## src/inc/ocd_pkg.sv

```systemverilog
package ocd_pkg;

  // ----------------------------------------------------------------
  // Register indices and APB byte addresses (index times four)
  // ----------------------------------------------------------------
  localparam int unsigned PADDR_W = 14;
  localparam logic [11:0] IDX_MODE = 12'h190;
  localparam logic [11:0] IDX_DIV_LO = 12'h191;
  localparam logic [11:0] IDX_PH_HI = 12'h192;
  localparam logic [11:0] IDX_CLO = 12'h1BA;
  localparam logic [11:0] IDX_STAT = 12'h1BC;
  localparam logic [13:0] ADDR_MODE = {IDX_MODE, 2'b00};
  localparam logic [13:0] ADDR_DIV_LO = {IDX_DIV_LO, 2'b00};
  localparam logic [13:0] ADDR_PH_HI = {IDX_PH_HI, 2'b00};
  localparam logic [13:0] ADDR_CLO = {IDX_CLO, 2'b00};
  localparam logic [13:0] ADDR_STAT = {IDX_STAT, 2'b00};

  // ----------------------------------------------------------------
  // Field positions
  // ----------------------------------------------------------------
  localparam int unsigned PH_LSB = 2;
  localparam int unsigned DIVHI_LSB = 0;
  localparam int unsigned SRC_LSB = 5;
  localparam int unsigned WEAK_BIT = 4;
  localparam int unsigned CLDIV_LSB = 0;

  // ----------------------------------------------------------------
  // Values after reset
  // ----------------------------------------------------------------
  localparam logic [7:0] RST_MODE = 8'h0F;
  localparam logic [7:0] RST_DIV_LO = 8'h00;
  localparam logic [7:0] RST_PH_HI = 8'h00;
  localparam logic [7:0] RST_CLO = 8'h01;

  // ----------------------------------------------------------------
  // Driver mode codes
  // ----------------------------------------------------------------
  typedef enum logic [3:0] {
    DRV_TRI0 = 4'h0,
    DRV_INPH_T = 4'h6,
    DRV_OPP_T = 4'h7,
    DRV_P_T = 4'h8,
    DRV_M_T = 4'h9,
    DRV_ZZ = 4'hA,
    DRV_INPH_C = 4'hB,
    DRV_OPP_C = 4'hC,
    DRV_P_C = 4'hD,
    DRV_M_C = 4'hE,
    DRV_TRI1 = 4'hF
  } ocd_drv_mode_t;

  // ----------------------------------------------------------------
  // Cleanup-loop output divider codes
  // ----------------------------------------------------------------
  localparam logic [3:0] CLD_BY1 = 4'h0;
  localparam logic [3:0] CLD_BY2 = 4'h1;
  localparam logic [3:0] CLD_BY4 = 4'h2;
  localparam logic [3:0] CLD_BY8 = 4'h4;
  localparam logic [3:0] CLD_BY16 = 4'h8;

endpackage

```

## src/inc/ocd_div_if.sv

```systemverilog
`timescale 1ns/1ps
// Channel divider control and status between top and divider
interface ocd_div_if;
  logic ce;
  logic sync;
  logic [9:0] div_val;
  logic [5:0] phase;
  logic out_true;
  logic half_step;
  logic running;
  modport ctl (
    output ce,
    output sync,
    output div_val,
    output phase,
    input out_true,
    input half_step,
    input running
  );
  modport div (
    input ce,
    input sync,
    input div_val,
    input phase,
    output out_true,
    output half_step,
    output running
  );
endinterface

```

## src/core/ocd_chan_div.sv

```systemverilog
`timescale 1ns/1ps
// Channel divider with initial phase applied at each sync
module ocd_chan_div (
  input wire logic clk,
  input wire logic rst,
  ocd_div_if.div dif
);
  logic [9:0] div_q;
  logic [9:0] cnt_q;
  logic [4:0] wait_q;
  logic run_q;
  logic out_q;
  logic half_q;
  logic [10:0] hi_len;

  // High time of one output period, about half of it
  assign hi_len = ({1'b0, div_q} + 11'h001) >> 1;

  // Shadow load, phase wait and count
  always_ff @(posedge clk or posedge rst) begin
    if (rst) begin
      div_q <= 10'h000;
      cnt_q <= 10'h000;
      wait_q <= 5'h00;
      run_q <= 1'b1;
      half_q <= 1'b0;
    end else if (dif.ce) begin
      if (dif.sync) begin
        div_q <= dif.div_val;
        cnt_q <= 10'h000;
        wait_q <= dif.phase[5:1];
        half_q <= dif.phase[0];
        run_q <= (dif.phase[5:1] == 5'h00);
      end else if (!run_q) begin
        wait_q <= wait_q - 5'h01;
        run_q <= (wait_q == 5'h01);
      end else begin
        cnt_q <= (cnt_q == div_q) ? 10'h000 : cnt_q + 10'h001;
      end
    end
  end

  // Output level, held low while waiting out the phase
  always_ff @(posedge clk or posedge rst) begin
    if (rst) begin
      out_q <= 1'b0;
    end else if (dif.ce) begin
      if (dif.sync || !run_q) begin
        out_q <= 1'b0;
      end else begin
        out_q <= (div_q == 10'h000) || ({1'b0, cnt_q} < hi_len);
      end
    end
  end

  assign dif.out_true = out_q;
  assign dif.half_step = half_q;
  assign dif.running = run_q;
endmodule

```

## src/core/ocd_pin_drv.sv

```systemverilog
`timescale 1ns/1ps
// Maps driver mode to plus and minus pin levels and enables
module ocd_pin_drv (
  input wire logic clk,
  input wire logic rst,
  input wire logic ce,
  input wire logic [3:0] mode,
  input wire logic src,
  output logic plus_o,
  output logic plus_oe,
  output logic minus_o,
  output logic minus_oe
);
  import ocd_pkg::*;
  logic p_d;
  logic pe_d;
  logic m_d;
  logic me_d;

  // Mode decode
  always_comb begin
    p_d = 1'b0;
    pe_d = 1'b0;
    m_d = 1'b0;
    me_d = 1'b0;
    case (mode)
      DRV_INPH_T: begin
        p_d = src;
        m_d = src;
        pe_d = 1'b1;
        me_d = 1'b1;
      end
      DRV_OPP_T: begin
        p_d = src;
        m_d = !src;
        pe_d = 1'b1;
        me_d = 1'b1;
      end
      DRV_INPH_C: begin
        p_d = !src;
        m_d = !src;
        pe_d = 1'b1;
        me_d = 1'b1;
      end
      DRV_OPP_C: begin
        p_d = !src;
        m_d = src;
        pe_d = 1'b1;
        me_d = 1'b1;
      end
      DRV_P_T: begin
        p_d = src;
        pe_d = 1'b1;
      end
      DRV_M_T: begin
        m_d = src;
        me_d = 1'b1;
      end
      DRV_P_C: begin
        p_d = !src;
        pe_d = 1'b1;
      end
      DRV_M_C: begin
        m_d = !src;
        me_d = 1'b1;
      end
      // Both released: high-Z and tristate codes
      default: begin
        pe_d = 1'b0;
        me_d = 1'b0;
      end
    endcase
  end

  // Registered pins
  always_ff @(posedge clk or posedge rst) begin
    if (rst) begin
      plus_o <= 1'b0;
      plus_oe <= 1'b0;
      minus_o <= 1'b0;
      minus_oe <= 1'b0;
    end else if (ce) begin
      plus_o <= p_d;
      plus_oe <= pe_d;
      minus_o <= m_d;
      minus_oe <= me_d;
    end
  end
endmodule

```

## src/core/ocd_top.sv

```systemverilog
// Register access over APB was decided locally.
`timescale 1ns/1ps
// What this block does
// - Mode 0111: plus true, minus complement
// - Mode 1011: both pins complement, in phase
// - Mode 1100: plus complement, minus true
// - Single pin, high-Z and tristate codes
// - Channel divides by value plus one
// - Divider value from two registers
// - Initial phase in half periods
// - Source select bits for channels 4-6
// - Bit 4 weak or strong drive
// - Cleanup divider codes zero or one-hot
module ocd_top (
  input wire logic clk,
  input wire logic rst,
  input wire logic ce,
  input wire logic psel,
  input wire logic penable,
  input wire logic pwrite,
  input wire logic [ocd_pkg::PADDR_W-1:0] paddr,
  input wire logic [31:0] pwdata,
  output logic [31:0] prdata,
  output logic pready,
  output logic pslverr,
  input wire logic sync_n,
  output logic out_plus,
  output logic out_plus_oe,
  output logic out_minus,
  output logic out_minus_oe,
  output logic half_step,
  output logic cleanup_loop_clock_output,
  output logic cleanup_loop_weak_drive,
  output logic [2:0] channel_source_select
);
  import ocd_pkg::*;

  // ----------------------------------------------------------------
  // Registers
  // ----------------------------------------------------------------
  logic [7:0] mode_q;
  logic [7:0] div_lo_q;
  logic [7:0] ph_hi_q;
  logic [7:0] clo_q;
  logic [2:0] sync_q;
  logic sync_ev;
  logic [3:0] cl_cnt_q;
  logic cl_d;
  logic wr_ok;
  logic hit;
  logic [7:0] rd_d;

  ocd_div_if dif ();

  // ----------------------------------------------------------------
  // APB slave
  // ----------------------------------------------------------------

  // Address decode
  always_comb begin
    hit = 1'b1;
    rd_d = 8'h00;
    case (paddr)
      ADDR_MODE: rd_d = mode_q;
      ADDR_DIV_LO: rd_d = div_lo_q;
      ADDR_PH_HI: rd_d = ph_hi_q;
      ADDR_CLO: rd_d = clo_q;
      ADDR_STAT: rd_d = {5'h00, dif.half_step, dif.running, dif.out_true};
      default: hit = 1'b0;
    endcase
  end

  // Write commits at the completing access edge
  assign wr_ok = psel && penable && pready && pwrite && hit;

  // Zero wait state answer, data and error registered
  always_ff @(posedge clk or posedge rst) begin
    if (rst) begin
      pready <= 1'b0;
      pslverr <= 1'b0;
      prdata <= 32'h0000_0000;
    end else if (ce) begin
      pready <= psel && !penable && !pready;
      pslverr <= psel && !penable && !pready && !hit;
      if (psel && !penable && !pwrite) begin
        prdata <= {24'h00_0000, rd_d};
      end
    end
  end

  // Register writes; status register is read only
  always_ff @(posedge clk or posedge rst) begin
    if (rst) begin
      mode_q <= RST_MODE;
      div_lo_q <= RST_DIV_LO;
      ph_hi_q <= RST_PH_HI;
      clo_q <= RST_CLO;
    end else if (ce && wr_ok) begin
      case (paddr)
        ADDR_MODE: mode_q <= pwdata[7:0];
        ADDR_DIV_LO: div_lo_q <= pwdata[7:0];
        ADDR_PH_HI: ph_hi_q <= pwdata[7:0];
        ADDR_CLO: clo_q <= pwdata[7:0];
        default: mode_q <= mode_q;
      endcase
    end
  end

  // ----------------------------------------------------------------
  // Sync input
  // ----------------------------------------------------------------

  // Two stage synchroniser, third stage for falling edge
  always_ff @(posedge clk or posedge rst) begin
    if (rst) begin
      sync_q <= 3'b111;
    end else if (ce) begin
      sync_q <= {sync_q[1:0], sync_n};
    end
  end

  assign sync_ev = !sync_q[1] && sync_q[2];

  // ----------------------------------------------------------------
  // Channel divider and pin driver
  // ----------------------------------------------------------------

  assign dif.div_val = {ph_hi_q[DIVHI_LSB +: 2], div_lo_q};
  assign dif.phase = ph_hi_q[PH_LSB +: 6];
  assign dif.sync = sync_ev;
  assign dif.ce = ce;

  ocd_chan_div u_div (
    .clk(clk),
    .rst(rst),
    .dif(dif)
  );

  ocd_pin_drv u_drv (
    .clk(clk),
    .rst(rst),
    .ce(ce),
    .mode(mode_q[3:0]),
    .src(dif.out_true),
    .plus_o(out_plus),
    .plus_oe(out_plus_oe),
    .minus_o(out_minus),
    .minus_oe(out_minus_oe)
  );

  // ----------------------------------------------------------------
  // Cleanup-loop output
  // ----------------------------------------------------------------

  always_comb begin
    case (clo_q[CLDIV_LSB +: 4])
      CLD_BY1: cl_d = 1'b1;
      CLD_BY2: cl_d = cl_cnt_q[0];
      CLD_BY4: cl_d = cl_cnt_q[1];
      CLD_BY8: cl_d = cl_cnt_q[2];
      CLD_BY16: cl_d = cl_cnt_q[3];
      default: cl_d = cl_cnt_q[0];
    endcase
  end

  // Free running prescaler and registered side outputs
  always_ff @(posedge clk or posedge rst) begin
    if (rst) begin
      cl_cnt_q <= 4'h0;
      cleanup_loop_clock_output <= 1'b0;
      cleanup_loop_weak_drive <= 1'b0;
      channel_source_select <= 3'h0;
      half_step <= 1'b0;
    end else if (ce) begin
      cl_cnt_q <= cl_cnt_q + 4'h1;
      cleanup_loop_clock_output <= cl_d;
      cleanup_loop_weak_drive <= clo_q[WEAK_BIT];
      channel_source_select <= clo_q[SRC_LSB +: 3];
      half_step <= dif.half_step;
    end
  end
endmodule

```

## config.mk

```make
export PLATFORM = sky130hd
export DESIGN_NAME = ocd_top
export DESIGN_NICKNAME = d
export VERILOG_FILES = /design/src/inc/ocd_pkg.sv /design/src/inc/ocd_div_if.sv /design/src/core/ocd_chan_div.sv /design/src/core/ocd_pin_drv.sv /design/src/core/ocd_top.sv
export SDC_FILE = /design/constraint.sdc
export NUM_CORES = 1
export LEC_CHECK = 0
export ABC_AREA = 1
export BUFFER_PORTS_ARGS = -buffer_cell sky130_fd_sc_hd__buf_4
export CAP_MARGIN = 20
export CELL_PAD_IN_SITES_DETAIL_PLACEMENT = 1
export CELL_PAD_IN_SITES_GLOBAL_PLACEMENT = 1
export CORE_UTILIZATION = 44
export DETAILED_ROUTE_END_ITERATION = 10
export PLACE_DENSITY_LB_ADDON = 0.12
export SLEW_MARGIN = 10
export SYNTH_ARGS = -nofsm -noshare
export SYNTH_HDL_FRONTEND = slang
export SYNTH_SLANG_ARGS = --single-unit
```

## constraint.sdc

```tcl
create_clock -name clk -period 4.8 [get_ports clk]
set_input_delay 0.48 -clock clk [delete_from_list [all_inputs] [get_ports clk]]
set_output_delay 0.48 -clock clk [all_outputs]
set_load 0.05 [all_outputs]
```

# Word-level counts from Yosys, hierarchy flattened
# Cells that the tools add are included.
dict set report classes {
  muxes 15
  reduce_logical 38
  eq_ne 19
  order_cmp 1
  n_addsub 4
}
# operator count
set op_table {}
lappend op_table {{14-bit by 11-bit equality test with 1-bit output, second input constant} 5}
lappend op_table {{8-bit case mux with 5 select lines} 1}
lappend op_table {{10-bit two-way mux} 3}
lappend op_table {{4-bit equality test, second input constant} 7}
lappend op_table {{2-bit AND reduction} 8}
lappend op_table {{4-bit by 3-bit equality test with 1-bit output, second input constant} 3}
lappend op_table {{3-bit OR reduction} 4}
lappend op_table {{6-bit OR reduction} 2}
lappend op_table {{10-bit by 1-bit adder with 11-bit output, second input constant} 1}
lappend op_table {{10-bit by 1-bit adder with 10-bit output, second input constant} 1}
lappend op_table {{10-bit equality test} 1}
lappend op_table {{1-bit logical AND} 10}
lappend op_table {{10-bit logical NOT} 1}
lappend op_table {{10-bit less-than comparator} 1}
lappend op_table {{5-bit two-way mux} 2}
lappend op_table {{1-bit logical NOT} 7}
lappend op_table {{1-bit two-way mux} 6}
lappend op_table {{5-bit by 1-bit equality test with 1-bit output, second input constant} 1}
lappend op_table {{5-bit logical NOT} 1}
lappend op_table {{5-bit OR reduction} 1}
lappend op_table {{5-bit by 1-bit subtractor with 5-bit output, second input constant} 1}
lappend op_table {{4-bit by 1-bit adder with 4-bit output, second input constant} 1}
lappend op_table {{4-bit by 2-bit equality test with 1-bit output, second input constant} 1}
lappend op_table {{4-bit logical NOT} 1}
lappend op_table {{5 further kinds} 7}
dict set report word_totals {
  register_bits 87
  elab_cells 100
  input_bits 53
}

# Longest topological paths before layout
# Gate-level depths: netlist (run 1).
dict set report logic_depth {
  depth_word 6
  ltp_mapped 17
  ltp_nobuf 16
}

# Hierarchy
# A second synthesis (run 1) with hierarchy kept.
dict set report hier_totals {
  cells_unflattened 678
  hier_area_um2 5282.6
}
# mod area_per_inst_um2 seq_area_each_um2 cells_each n_inst
set by_module_without_submodules {}
lappend by_module_without_submodules {ocd_top 3051.7 1386.3 360 1}
lappend by_module_without_submodules {ocd_chan_div 1938.1 701.9 266 1}
lappend by_module_without_submodules {ocd_pin_drv 292.8 100.1 52 1}

# Worst setup path before layout (run 1)
# OpenSTA, ideal clock, no wires.
dict set report synth_timing {
  path_type {register to register}
  start {reg u_div.div_q[2]}
  end {reg u_div.out_q (netlist: u_div.dif.out_true)}
  setup_time_ns 0.136
  slack_ns 2.520
  path_buffers 1
  synth_period_minus_slack_ns 2.280
  stages_incl_launch_ff 18
  required_time_ns 4.664
  arrival_ns 2.144
  path_cell_list {dfrtp_1 clkbuf_1 inv_1 nor4_1 nand3_1 inv_1 nand3_1 nand2_1 nand2_1 ha_1 nand2_1 nor2_1 nand2_1 o21bai_1 nand3_1 nand2_1 nand2_1 o21ai_0}
}
dict set report synth_between {
  elab_chain_cells 4
  elab_cells_between_ends 5
  classes_between {add/sub: 1; order compare: 1; mux: 1; reduce/logical: 2}
}
# item line_no
set synth_rtl {}
lappend synth_rtl {{from (decl)} ocd_chan_div.sv:8} ;# logic [9:0] div_q;
lappend synth_rtl {{from (signal assigned)} ocd_chan_div.sv:29} ;# div_q <= dif.div_val;
lappend synth_rtl {{10-bit by 1-bit adder with 11-bit output} ocd_chan_div.sv:17} ;# assign hi_len = ({1'b0, div_q} + 11'h001) >> 1;
lappend synth_rtl {{10-bit less-than comparator} ocd_chan_div.sv:51} ;# out_q <= (div_q == 10'h000) || ({1'b0, cnt_q} < hi_len);
lappend synth_rtl {{1-bit logical OR (*)} ocd_chan_div.sv:51}
lappend synth_rtl {{1-bit two-way mux (*)} ocd_chan_div.sv:48} ;# if (dif.sync || !run_q) begin
lappend synth_rtl {{to (signal assigned)} ocd_chan_div.sv:51}
lappend synth_rtl {{to (decl)} ocd_chan_div.sv:12} ;# logic out_q;
# Every way passes the cells marked *; elsewhere a longest branch is shown, timed or not.
# A chain may end at the register's enable or synchronous reset.

# Worst setup path in the final report (run 1)
# Same ends and word-level chain as after synthesis.

==> implementation parameters, run 1 <==
Parameter                              Value

Run status
  Result of the run ... completed

Run
  Number of maximum-capacitance constraint violations ... 0

Layout
  Number of diodes ... 0
  Non-filler cells, final ... between 800 and 900
  Layout cells sized above 1 ... between 10% and 20%
  Leading cell types in the layout, fill and taps excluded ... sky130_fd_sc_hd__nand2_1 (189), sky130_fd_sc_hd__dfrtp_1 (78), sky130_fd_sc_hd__inv_1 (63), sky130_fd_sc_hd__nor2_1 (59), sky130_fd_sc_hd__buf_4 (50)
  Layout Area Growth over Synthesis ... 13.64%
  Total Nets Final ... ~770
  Most frequent standard cell in the layout excluding fill and tap cells ... sky130_fd_sc_hd__nand2_1

Pwr
  Leakage power ... about 0.0029 uW
  Power per cell area ... 372.8 nW/um^2
  Max IR drop VDD ... 0.2939 mV

Drt
  Detailed-route DRC error count ... 0
  Routed Wire Length ... 14210 um
  Ratio of routed vias to standard cells ... around 5.4
  Number of nets still failing antenna checks after routing ... 0
  Number of optimization iterations in the first detailed-route pass ... 4
  Routed via count ... 4600
  First-iteration detailed-routing DRC count ... about 180
  Routed wire per std cell ... roughly 17 um

Clock tree
  Post-CTS Repair Setup Buffers ... 0
  Insertion delay to the later sink of the worst-skew pair ... 0.35 ns
  Clk pin slew, worst setup/hold paths ... 0.06 ns
  Resized Gates After CTS ... 0
  Cts hold-fix bufs ... 0
  Clock buffers created by TritonCTS ... 9
  Maximum buffer depth of the clock tree ... 2
  Clock tree from TritonCTS ... built
  Clock root cell ... sky130_fd_sc_hd__clkbuf_16
  Count of clock tree sinks ... slightly below 90
  Htree depth ... 3

Timing
  Final worst path period need ... 2.718 ns
  Post-route clock period utilization ... 56.62%
  Headroom to the max-slew limit ... between 30% and 40%
  Max-slew violations ... 0
  Worst Skew ... 0.006290 ns
  Actual transition at the worst max-transition pin ... 0.9683 ns
  Final number of setup-violating endpoints ... 0
  Setup total negative slack ... 0 ns
  Maximum operating frequency ... roughly 0.37 GHz
  RSZ-0062 raised after global routing ... no
  Final-report hold violation count ... 0

Floorplan
  Core Region ... roughly 11000 sq um
  Top-level port count ... 97
  Effective utilization at floorplan ... 45.76%
  Area of the die ... 11850 sq um
  X dimension of the die ... approximately 110 um
  Die Y-Extent ... around 110 um
  Rows ... 38

Yosys
  Post-synthesis sequential area ratio ... 43.54%
  Mux share of post-synthesis cell area ... 0%
  Total standard cell area after synthesis ... a little over 5000 sq um
  Largest family of logic cells by synthesized area ... simple AND/OR/NAND/NOR gates
  Fraction of the mapped netlist area in adder cells ... roughly 3.7%
  Post-Synth Simple-Gate Area ... 31.57%
  Count of flip-flops with a built-in enable after synthesis ... 0
  Post-Synthesis Cells ... 663
  Top FF cell, synth ... sky130_fd_sc_hd__dfrtp_1
  Compound-cell area share of the yosys netlist ... 8.016%
  Post-synthesis cell type count ... 34
  Xor and xnor fraction of the mapped netlist area ... roughly 2.8%
  Syn_area_per_cell ... 7.581 sq um
  Number of warnings issued by yosys ... 0
  Async S/R FF share, synth ... 100.0%
  Number of flip-flops and latches in the synthesized netlist ... 87

Placed design
  Total instance count after detailed placement ... roughly 830
  Weighted congestion reported at the end of routability-driven placement ... slightly above 0.8
  Half-perimeter wire length after detailed placement ... 10670 um
  Port bufs ... 48

Critical path
  Top Family by Delay on Critical Path ... simple AND/OR/NAND/NOR gates
  Arr. time, crit path ... 2.93 ns
  Worst Path Buf+Inv ... 2
  Slowest CP cell ... sky130_fd_sc_hd__dfrtp_1
  Ordered cell list for the critical path ... inv_1 > nor4_1 > nand3_1 > inv_1 > nand3_1 > nand2_1 > nand2_1 > ha_1 > nand2_1 > nor2_1 > nand2_1 > o21bai_1 > nand3_1 > nand2_1 > nand2_1 > o21ai_0
  Largest stage delay, worst path ... 0.50 ns
  Element type at the critical path start ... flop
  Nature of the critical path endpoint ... flop
  Worst path most repeated cell ... sky130_fd_sc_hd__nand2_1
  Crit Path Class ... flop to flop
  Required @ worst endpoint ... 5.01 ns
  Worst-path maximum fanout ... 7

Hold path
  Min-delay worst type ... input port to asynchronous set/reset pin

Global route
  GRT Resource Usage Total ... a little over a quarter
  Initial antenna violation count ... 0
  Aggregate global routing overflow ... 0
  Vias in the first global route ... about 4.9k
  Wire length of the first global-routing pass ... between 20000 and 25000 um
  Maximum number of pins on one net before global-route repair ... a little over 50
## cells in the mapped netlist, types with 9 or more instances
master / count / area (sq um)
sky130_fd_sc_hd__nand2_1: 189 / 709.4
sky130_fd_sc_hd__dfrtp_1: 78 / 1952
sky130_fd_sc_hd__inv_1: 64 / 240.2
sky130_fd_sc_hd__nor2_1: 59 / 221.5
sky130_fd_sc_hd__nand4_1: 46 / 287.8
sky130_fd_sc_hd__o21ai_0: 43 / 215.2
sky130_fd_sc_hd__nand3_1: 42 / 210.2
sky130_fd_sc_hd__buf_4: 24 / 180.2
sky130_fd_sc_hd__a21oi_1: 17 / 85.08
sky130_fd_sc_hd__ha_1: 15 / 187.7
sky130_fd_sc_hd__clkbuf_1: 13 / 48.80
sky130_fd_sc_hd__xor2_1: 12 / 105.1
sky130_fd_sc_hd__dfstp_2: 9 / 236.5
## worst reg2reg max path, stage by stage, from the launching register on
cell,delay [ns]
sky130_fd_sc_hd__dfrtp_1,0.50
sky130_fd_sc_hd__inv_1,0.10
sky130_fd_sc_hd__nor4_1,0.40
sky130_fd_sc_hd__nand3_1,0.23
sky130_fd_sc_hd__inv_1,0.12
sky130_fd_sc_hd__nand3_1,0.07
sky130_fd_sc_hd__nand2_1,0.07
sky130_fd_sc_hd__nand2_1,0.05
sky130_fd_sc_hd__ha_1,0.26
sky130_fd_sc_hd__nand2_1,0.07
sky130_fd_sc_hd__nor2_1,0.18
sky130_fd_sc_hd__nand2_1,0.09
sky130_fd_sc_hd__o21bai_1,0.18
sky130_fd_sc_hd__nand3_1,0.09
sky130_fd_sc_hd__nand2_1,0.05
sky130_fd_sc_hd__nand2_1,0.05
sky130_fd_sc_hd__o21ai_0,0.07
## layer usage
| layer | global-route usage (%) | wire length [um] | up-vias |
|---|---|---|---|
| met3 | 4.124 | 375 | 25 |
| met1 | 31.24 | 6330 | 2280 |
| met5 | 0 | 0 | - |
| met4 | 10.91 | 359 | 0 |
| li1 | - | - | 2213 |
| met2 | 46.00 | 7144 | 82 |
## area by class of cell
cell class,instances,area (sq um)
well taps,140,175.2
multi-input cells,487,2407
clock inverters,4,55.05
flip-flops and latches,87,2188
repair buffers,50,375.4
inverters,70,264.0
clock buffers,12,246.5
fillers,1427,5271
## power breakdown
part           leakage, uW  total (uW)  switching [uW]  internal (uW)
Sequential         0.00114         910            88.1            822
Combinational      0.00163         500             339            161
Clock             0.000143         720             299            420
Total              0.00291        2130             727           1400
## stage by stage
stage / setup WS [ns] / area [sq um] / hold WS [ns] / utilization, % / total power, uW
4_1_cts: 2.078 / 5712 / 0.3195 / 52.01 / 2149
3_3_place_gp: 2.187 / 5410 / 0.4552 / 49.26 / 1393
3_5_place_dp: 2.096 / 5410 / 0.4632 / 49.26 / 1421
6_report: 2.082 / 5712 / 0.2944 / 52.01 / 2129
2_1_floorplan: 2.085 / 5112 / 0.4419 / - / 1277
5_1_grt: 1.783 / 5712 / 0.3569 / 52.01 / 2252
## cells by family after synthesis
group,count (synthesis)
compound gates,75
xor+xnor,16
fa+ha+maj,15
buf+inv,112
flops,87
other cells,1
simple gates,357
## state kept, by name, indices dropped and copies added, names as in the netlist, 3 cells and up
name / cells
u_div.cnt_q: 10
u_div.div_q: 10
clo_q: 8
div_lo_q: 8
mode_q: 8
ph_hi_q: 8
prdata: 8
u_div.wait_q: 5
cl_cnt_q: 4
channel_source_select: 3
sync_q: 3
## worst paths after layout
path                           startpoint                  to  slack (ns)  depth (start not counted)
max in group asynchronous             rst           mode_q[1]        3.49                          3
min reg2reg                     sync_q[0]           sync_q[0]        0.47                          2
max                        u_div.div_q[2]  u_div.dif.out_true        2.08                         16
max reg2reg                u_div.div_q[2]  u_div.dif.out_true        2.08                         16
min                                   rst     u_div.wait_q[4]        0.29                          2
min in group clk                   sync_n           sync_q[0]        0.34                          3
Power figures use the tool's default switching activity.
==> run 2, diff against run 1 <==
--- a/config.mk
+++ b/config.mk
@@ -5,12 +5,12 @@
 export SDC_FILE = /design/constraint.sdc
 export NUM_CORES = 1
 export LEC_CHECK = 0
-export ABC_AREA = 1
+export ABC_AREA = 0
 export BUFFER_PORTS_ARGS = -buffer_cell sky130_fd_sc_hd__buf_4
 export CAP_MARGIN = 20
 export CELL_PAD_IN_SITES_DETAIL_PLACEMENT = 1
 export CELL_PAD_IN_SITES_GLOBAL_PLACEMENT = 1
-export CORE_UTILIZATION = 44
+export CORE_UTILIZATION = 39
 export DETAILED_ROUTE_END_ITERATION = 10
 export PLACE_DENSITY_LB_ADDON = 0.12
 export SLEW_MARGIN = 10
==> constraint.sdc (replaced) <==
create_clock -name clk -period 2.5 [get_ports clk]
set_input_delay 0.25 -clock clk [delete_from_list [all_inputs] [get_ports clk]]
set_output_delay 0.25 -clock clk [all_outputs]
set_load 0.05 [all_outputs]
==> run 2 against run 1 <==
  * Cell area shrank 1.1%
  * Highest routed layer unchanged
  * Setup slack lost 1.9 ns
  * Global-route usage shrank 6.0 points
  * Critical endpoint unchanged
==> implementation parameters, run 2 <==
Parameter                              Value

Run status
  Result of the run ... completed

Yosys
  Post-synthesis cell type count ... 48 (+41%)
  Most instantiated cells after synthesis ... sky130_fd_sc_hd__dfrtp_1 (78), sky130_fd_sc_hd__mux2_2 (50), sky130_fd_sc_hd__nand2_1 (33), sky130_fd_sc_hd__o21ai_0 (30), sky130_fd_sc_hd__nor2_1 (27)
  Top FF cell, synth ... sky130_fd_sc_hd__dfrtp_1
  Number of warnings issued by yosys ... 0 (unchanged)
  Post-Synthesis Cells ... 471 (-29%)
  Most common cell in the synthesized netlist ... sky130_fd_sc_hd__dfrtp_1
  Post-synthesis sequential area ratio ... 45.03% (+1.5 points)
  Compound-cell area share of the yosys netlist ... 9.912% (+1.9 points)
  Total standard cell area after synthesis ... 4860 sq um (-3.3%)
  Number of flip-flops and latches in the synthesized netlist ... 87 (unchanged)
  Area share of the largest cell type after synthesis ... 40.16% (+1.3 points)
  Count of flip-flops with a built-in enable after synthesis ... 0 (unchanged)
  Post-Synth Simple-Gate Area ... 14.68% (-17 points)
  Fraction of the mapped netlist area in adder cells ... 3.862% (+0.13 points)
  Mux share of post-synthesis cell area ... 13.44% (+13 points)
  Largest family of logic cells by synthesized area ... simple AND/OR/NAND/NOR gates
  Cell taking the most area after synthesis ... sky130_fd_sc_hd__dfrtp_1
  Dominant cells by area after synthesis ... sky130_fd_sc_hd__dfrtp_1 (40%), sky130_fd_sc_hd__mux2_2 (12%), sky130_fd_sc_hd__dfstp_2 (4.9%)
  Async S/R FF share, synth ... 100.0% (unchanged)
  Xor and xnor fraction of the mapped netlist area ... 5.947% (+3.2 points)
  Syn_area_per_cell ... 10.32 sq um (+36%)

Placed design
  Port bufs ... 48 (unchanged)
  Place WS ... 0.1981 ns (-1.898 ns)
  Half-perimeter wire length after detailed placement ... 8661 um (-19%)
  Weighted congestion reported at the end of routability-driven placement ... 0.7772 (-5.9%)

Critical path
  Slowest CP cell ... sky130_fd_sc_hd__dfrtp_1
  Element type at the critical path start ... flop
  Required @ worst endpoint ... 2.76 ns (-2.25 ns)
  Largest stage delay, worst path ... 0.43 ns (-0.07 ns)
  Ordered cell list for the critical path ... and3_1 > and3_1 > xnor2_1 > ha_1 > a21oi_1 > nor2b_1 > a2111oi_0 > nor3_1 > o221ai_1
  Arr. time, crit path ... 2.57 ns (-0.36 ns)
  Crit Path Class ... flop to flop
  Nature of the critical path endpoint ... flop
  Worst path most repeated cell ... sky130_fd_sc_hd__and3_1
  Worst-path maximum fanout ... 5 (-2)

Pwr
  Switching power as a share of total power ... 29.04% (-5.1 points)
  Max IR drop VDD ... 0.4110 mV (+40%)
  Portion of total power attributed to the clock network ... 39.8% (+6.0 points)
  Sequential group share of total power ... 44.5% (+1.8 points)
  Comb power frac ... 15.6% (-7.9 points)
  Switching component of the power ... 1060 uW (+46%)
  Power per cell area ... 645.9 nW/um^2 (+73%)
  Leakage power ... 0.002652 uW (-8.8%)
  Cell internal power dissipation ... 2590 uW (+85%)

Global route
  Maximum number of pins on one net before global-route repair ... 60 (+18%)
  Initial antenna violation count ... 0 (unchanged)
  Wire length of the first global-routing pass ... 19800 um (-16%)
  Vias in the first global route ... 3828 (-21%)
  Aggregate global routing overflow ... 0 (unchanged)
  GRT Resource Usage Total ... 20.01% (-6.0 points)

Timing
  Max-slew violations ... 0 (unchanged)
  Headroom to the max-slew limit ... 57.49% (+22 points)
  Maximum operating frequency ... 0.4331 GHz (+18%)
  Setup total negative slack ... 0 ns (unchanged)
  Post-route clock period utilization ... 92.36% (+36 points)
  Actual transition at the worst max-transition pin ... 0.6363 ns (-0.3319 ns)
  Final number of setup-violating endpoints ... 0 (unchanged)
  Final worst path period need ... 2.309 ns (-0.4088 ns)
  Worst Skew ... 0.006156 ns (-0.0001345 ns)
  Final worst setup slack ... 0.1911 ns (-1.891 ns)
  Final-report hold violation count ... 0 (unchanged)
  RSZ-0062 raised after global routing ... no

Drt
  Number of optimization iterations in the first detailed-route pass ... 4 (unchanged)
  Detailed-route DRC error count ... 0 (unchanged)
  Number of nets still failing antenna checks after routing ... 0 (unchanged)
  Ratio of routed vias to standard cells ... 5.164 (-4.6%)
  First-iteration detailed-routing DRC count ... 151 (-14%)
  Routed Wire Length ... 11650 um (-18%)
  Routed via count ... 3558 (-23%)
  Routed wire per std cell ... 16.91 um (+1.1%)

Clock tree
  Post-CTS Repair Setup Buffers ... 0 (unchanged)
  Insertion delay to the later sink of the worst-skew pair ... 0.35 ns (about the same)
  Htree depth ... 3 (unchanged)
  Maximum buffer depth of the clock tree ... 2 (unchanged)
  Count of clock tree sinks ... 87 (unchanged)
  Clk pin slew, worst setup/hold paths ... 0.06 ns (about the same)
  Clock tree from TritonCTS ... built
  Clock buffers created by TritonCTS ... 9 (unchanged)
  Clock root cell ... sky130_fd_sc_hd__clkbuf_16

Layout
  Largest registers in the final layout ... u_div.cnt_q: 10 flops, u_div.div_q: 10 flops
  Number of diodes ... 0 (unchanged)
  Total Nets Final ... 584 (-24%)
  Leading cell types in the layout, fill and taps excluded ... sky130_fd_sc_hd__dfrtp_1 (78), sky130_fd_sc_hd__buf_4 (56), sky130_fd_sc_hd__mux2_2 (50), sky130_fd_sc_hd__nand2_1 (33), sky130_fd_sc_hd__o21ai_0 (30)
  Layout cells sized above 1 ... 26.87% (+14 points)
  Layout Area Growth over Synthesis ... 16.30%
  Most frequent standard cell in the layout excluding fill and tap cells ... sky130_fd_sc_hd__dfrtp_1

Floorplan
  Area of the die ... 12910 sq um (+8.9%)
  Core Region ... 12060 sq um (+9.8%)
  Top-level port count ... 97 (unchanged)
  Rows ... 40 (+5.3%)
  X dimension of the die ... 113.6 um (+4.4%)
  Die Y-Extent ... 113.6 um (+4.4%)
  Effective utilization at floorplan ... 40.29% (-5.5 points)

Run
  Number of maximum-capacitance constraint violations ... 0 (unchanged)

Hold path
  Min-delay worst type ... input port to flop
## run 2: cell count changes in the layout (fill, tap and decap cells not counted), moves of 7 or more
| cell | change |
|---|---|
| sky130_fd_sc_hd__mux2i_1 | +9 |
| sky130_fd_sc_hd__inv_1 | -45 |
| sky130_fd_sc_hd__a22oi_1 | +8 |
| sky130_fd_sc_hd__mux2_2 | +50 |
| sky130_fd_sc_hd__nor2b_1 | +7 |
| sky130_fd_sc_hd__nand3_1 | -24 |
| sky130_fd_sc_hd__nand2_1 | -156 |
| sky130_fd_sc_hd__nor2_1 | -32 |
| sky130_fd_sc_hd__nand4_1 | -38 |
| sky130_fd_sc_hd__xor2_1 | +11 |
| sky130_fd_sc_hd__o21ai_0 | -13 |
## run 2: critical path: cells and delay by family (launching register included)
kind | cells | cell delay [ns]
and+or+nand+nor | 4 | 0.60
adders and majority gates | 1 | 0.29
AOI/OAI and AO/OA | 3 | 0.74
DFF | 1 | 0.43
xor gates and xnor gates | 1 | 0.15
## run 2: logic make-up after synthesis
family,Yosys count
flip-flops,87
multiplexers,59
AND/OR/NAND/NOR,129
XOR/XNOR,33
AO/OA/AOI/OAI,81
adder cells (fa/ha/maj),15
buffers and inverters,66
other,1
## run 2: path summary, 6_finish.rpt
| check | start | endpoint | slack (ns) | cells past startpoint |
|---|---|---|---|---|
| worst max register to register | u_div.div_q[4] | u_div.dif.out_true | 0.19 | 9 |
| worst max-delay path | u_div.div_q[4] | u_div.dif.out_true | 0.19 | 9 |
| max in group asynchronous | rst | mode_q[1] | 1.22 | 4 |
| worst min register to register | cl_cnt_q[3] | cl_cnt_q[3] | 0.49 | 1 |
| worst min-delay path | sync_n | sync_q[0] | 0.13 | 2 |
| min in group asynchronous | rst | u_div.cnt_q[9] | 0.51 | 3 |
## run 2: layout make-up
cell class	instances	area [sq um]
Clock buffer	11	232.7
Clock inverter	5	82.58
Fill cell	1352	6410
Inverter	19	72.57
Multi-Input combinational cell	341	2415
Sequential cell	87	2188
Tap cell	168	210.2
Timing Repair Buffer	58	450.4
## run 2: repair_timing
action / in CTS / in global routing
endpoints found under the setup margin: 0 / 0
hold endpoints to repair: 24 / 0
resized for setup: 0 / 0
hold buffers: 1 / 0
## run 2: through the flow
stage	std cells	hold slack, ns	area [sq um]	power, uW	utilization, %
finish	689	0.1342	5652	3650	46.86
floorplan	494	0.3668	4946	2069	-
global placement	672	0.3265	5326	2200	44.16
CTS	689	0.1202	5652	3704	46.86
detailed placement	672	0.3398	5326	2222	44.16
global route	689	0.1276	5652	3814	46.86
## run 2: power by group through the flow
| stage | registers (uW) | logic [uW] | clock network, uW |
|---|---|---|---|
| 3_3_place_gp | 1640 | 559 | 0 |
| 5_1_grt | 1640 | 625 | 1550 |
| 3_5_place_dp | 1650 | 575 | 0 |
| 4_1_cts | 1630 | 578 | 1500 |
| 6_report | 1630 | 571 | 1450 |
| 2_1_floorplan | 1690 | 376 | 0 |
## run 2: layer usage
metal / share of wire [%] / GRT usage (%) / vias up
li1: - / - / 1702
met1: 48 / 27.44 / 1799
met2: 48 / 31.71 / 49
met3: 3.0 / 5.154 / 8
met4: 0.93 / 4.825 / 0
met5: 0 / 0 / -
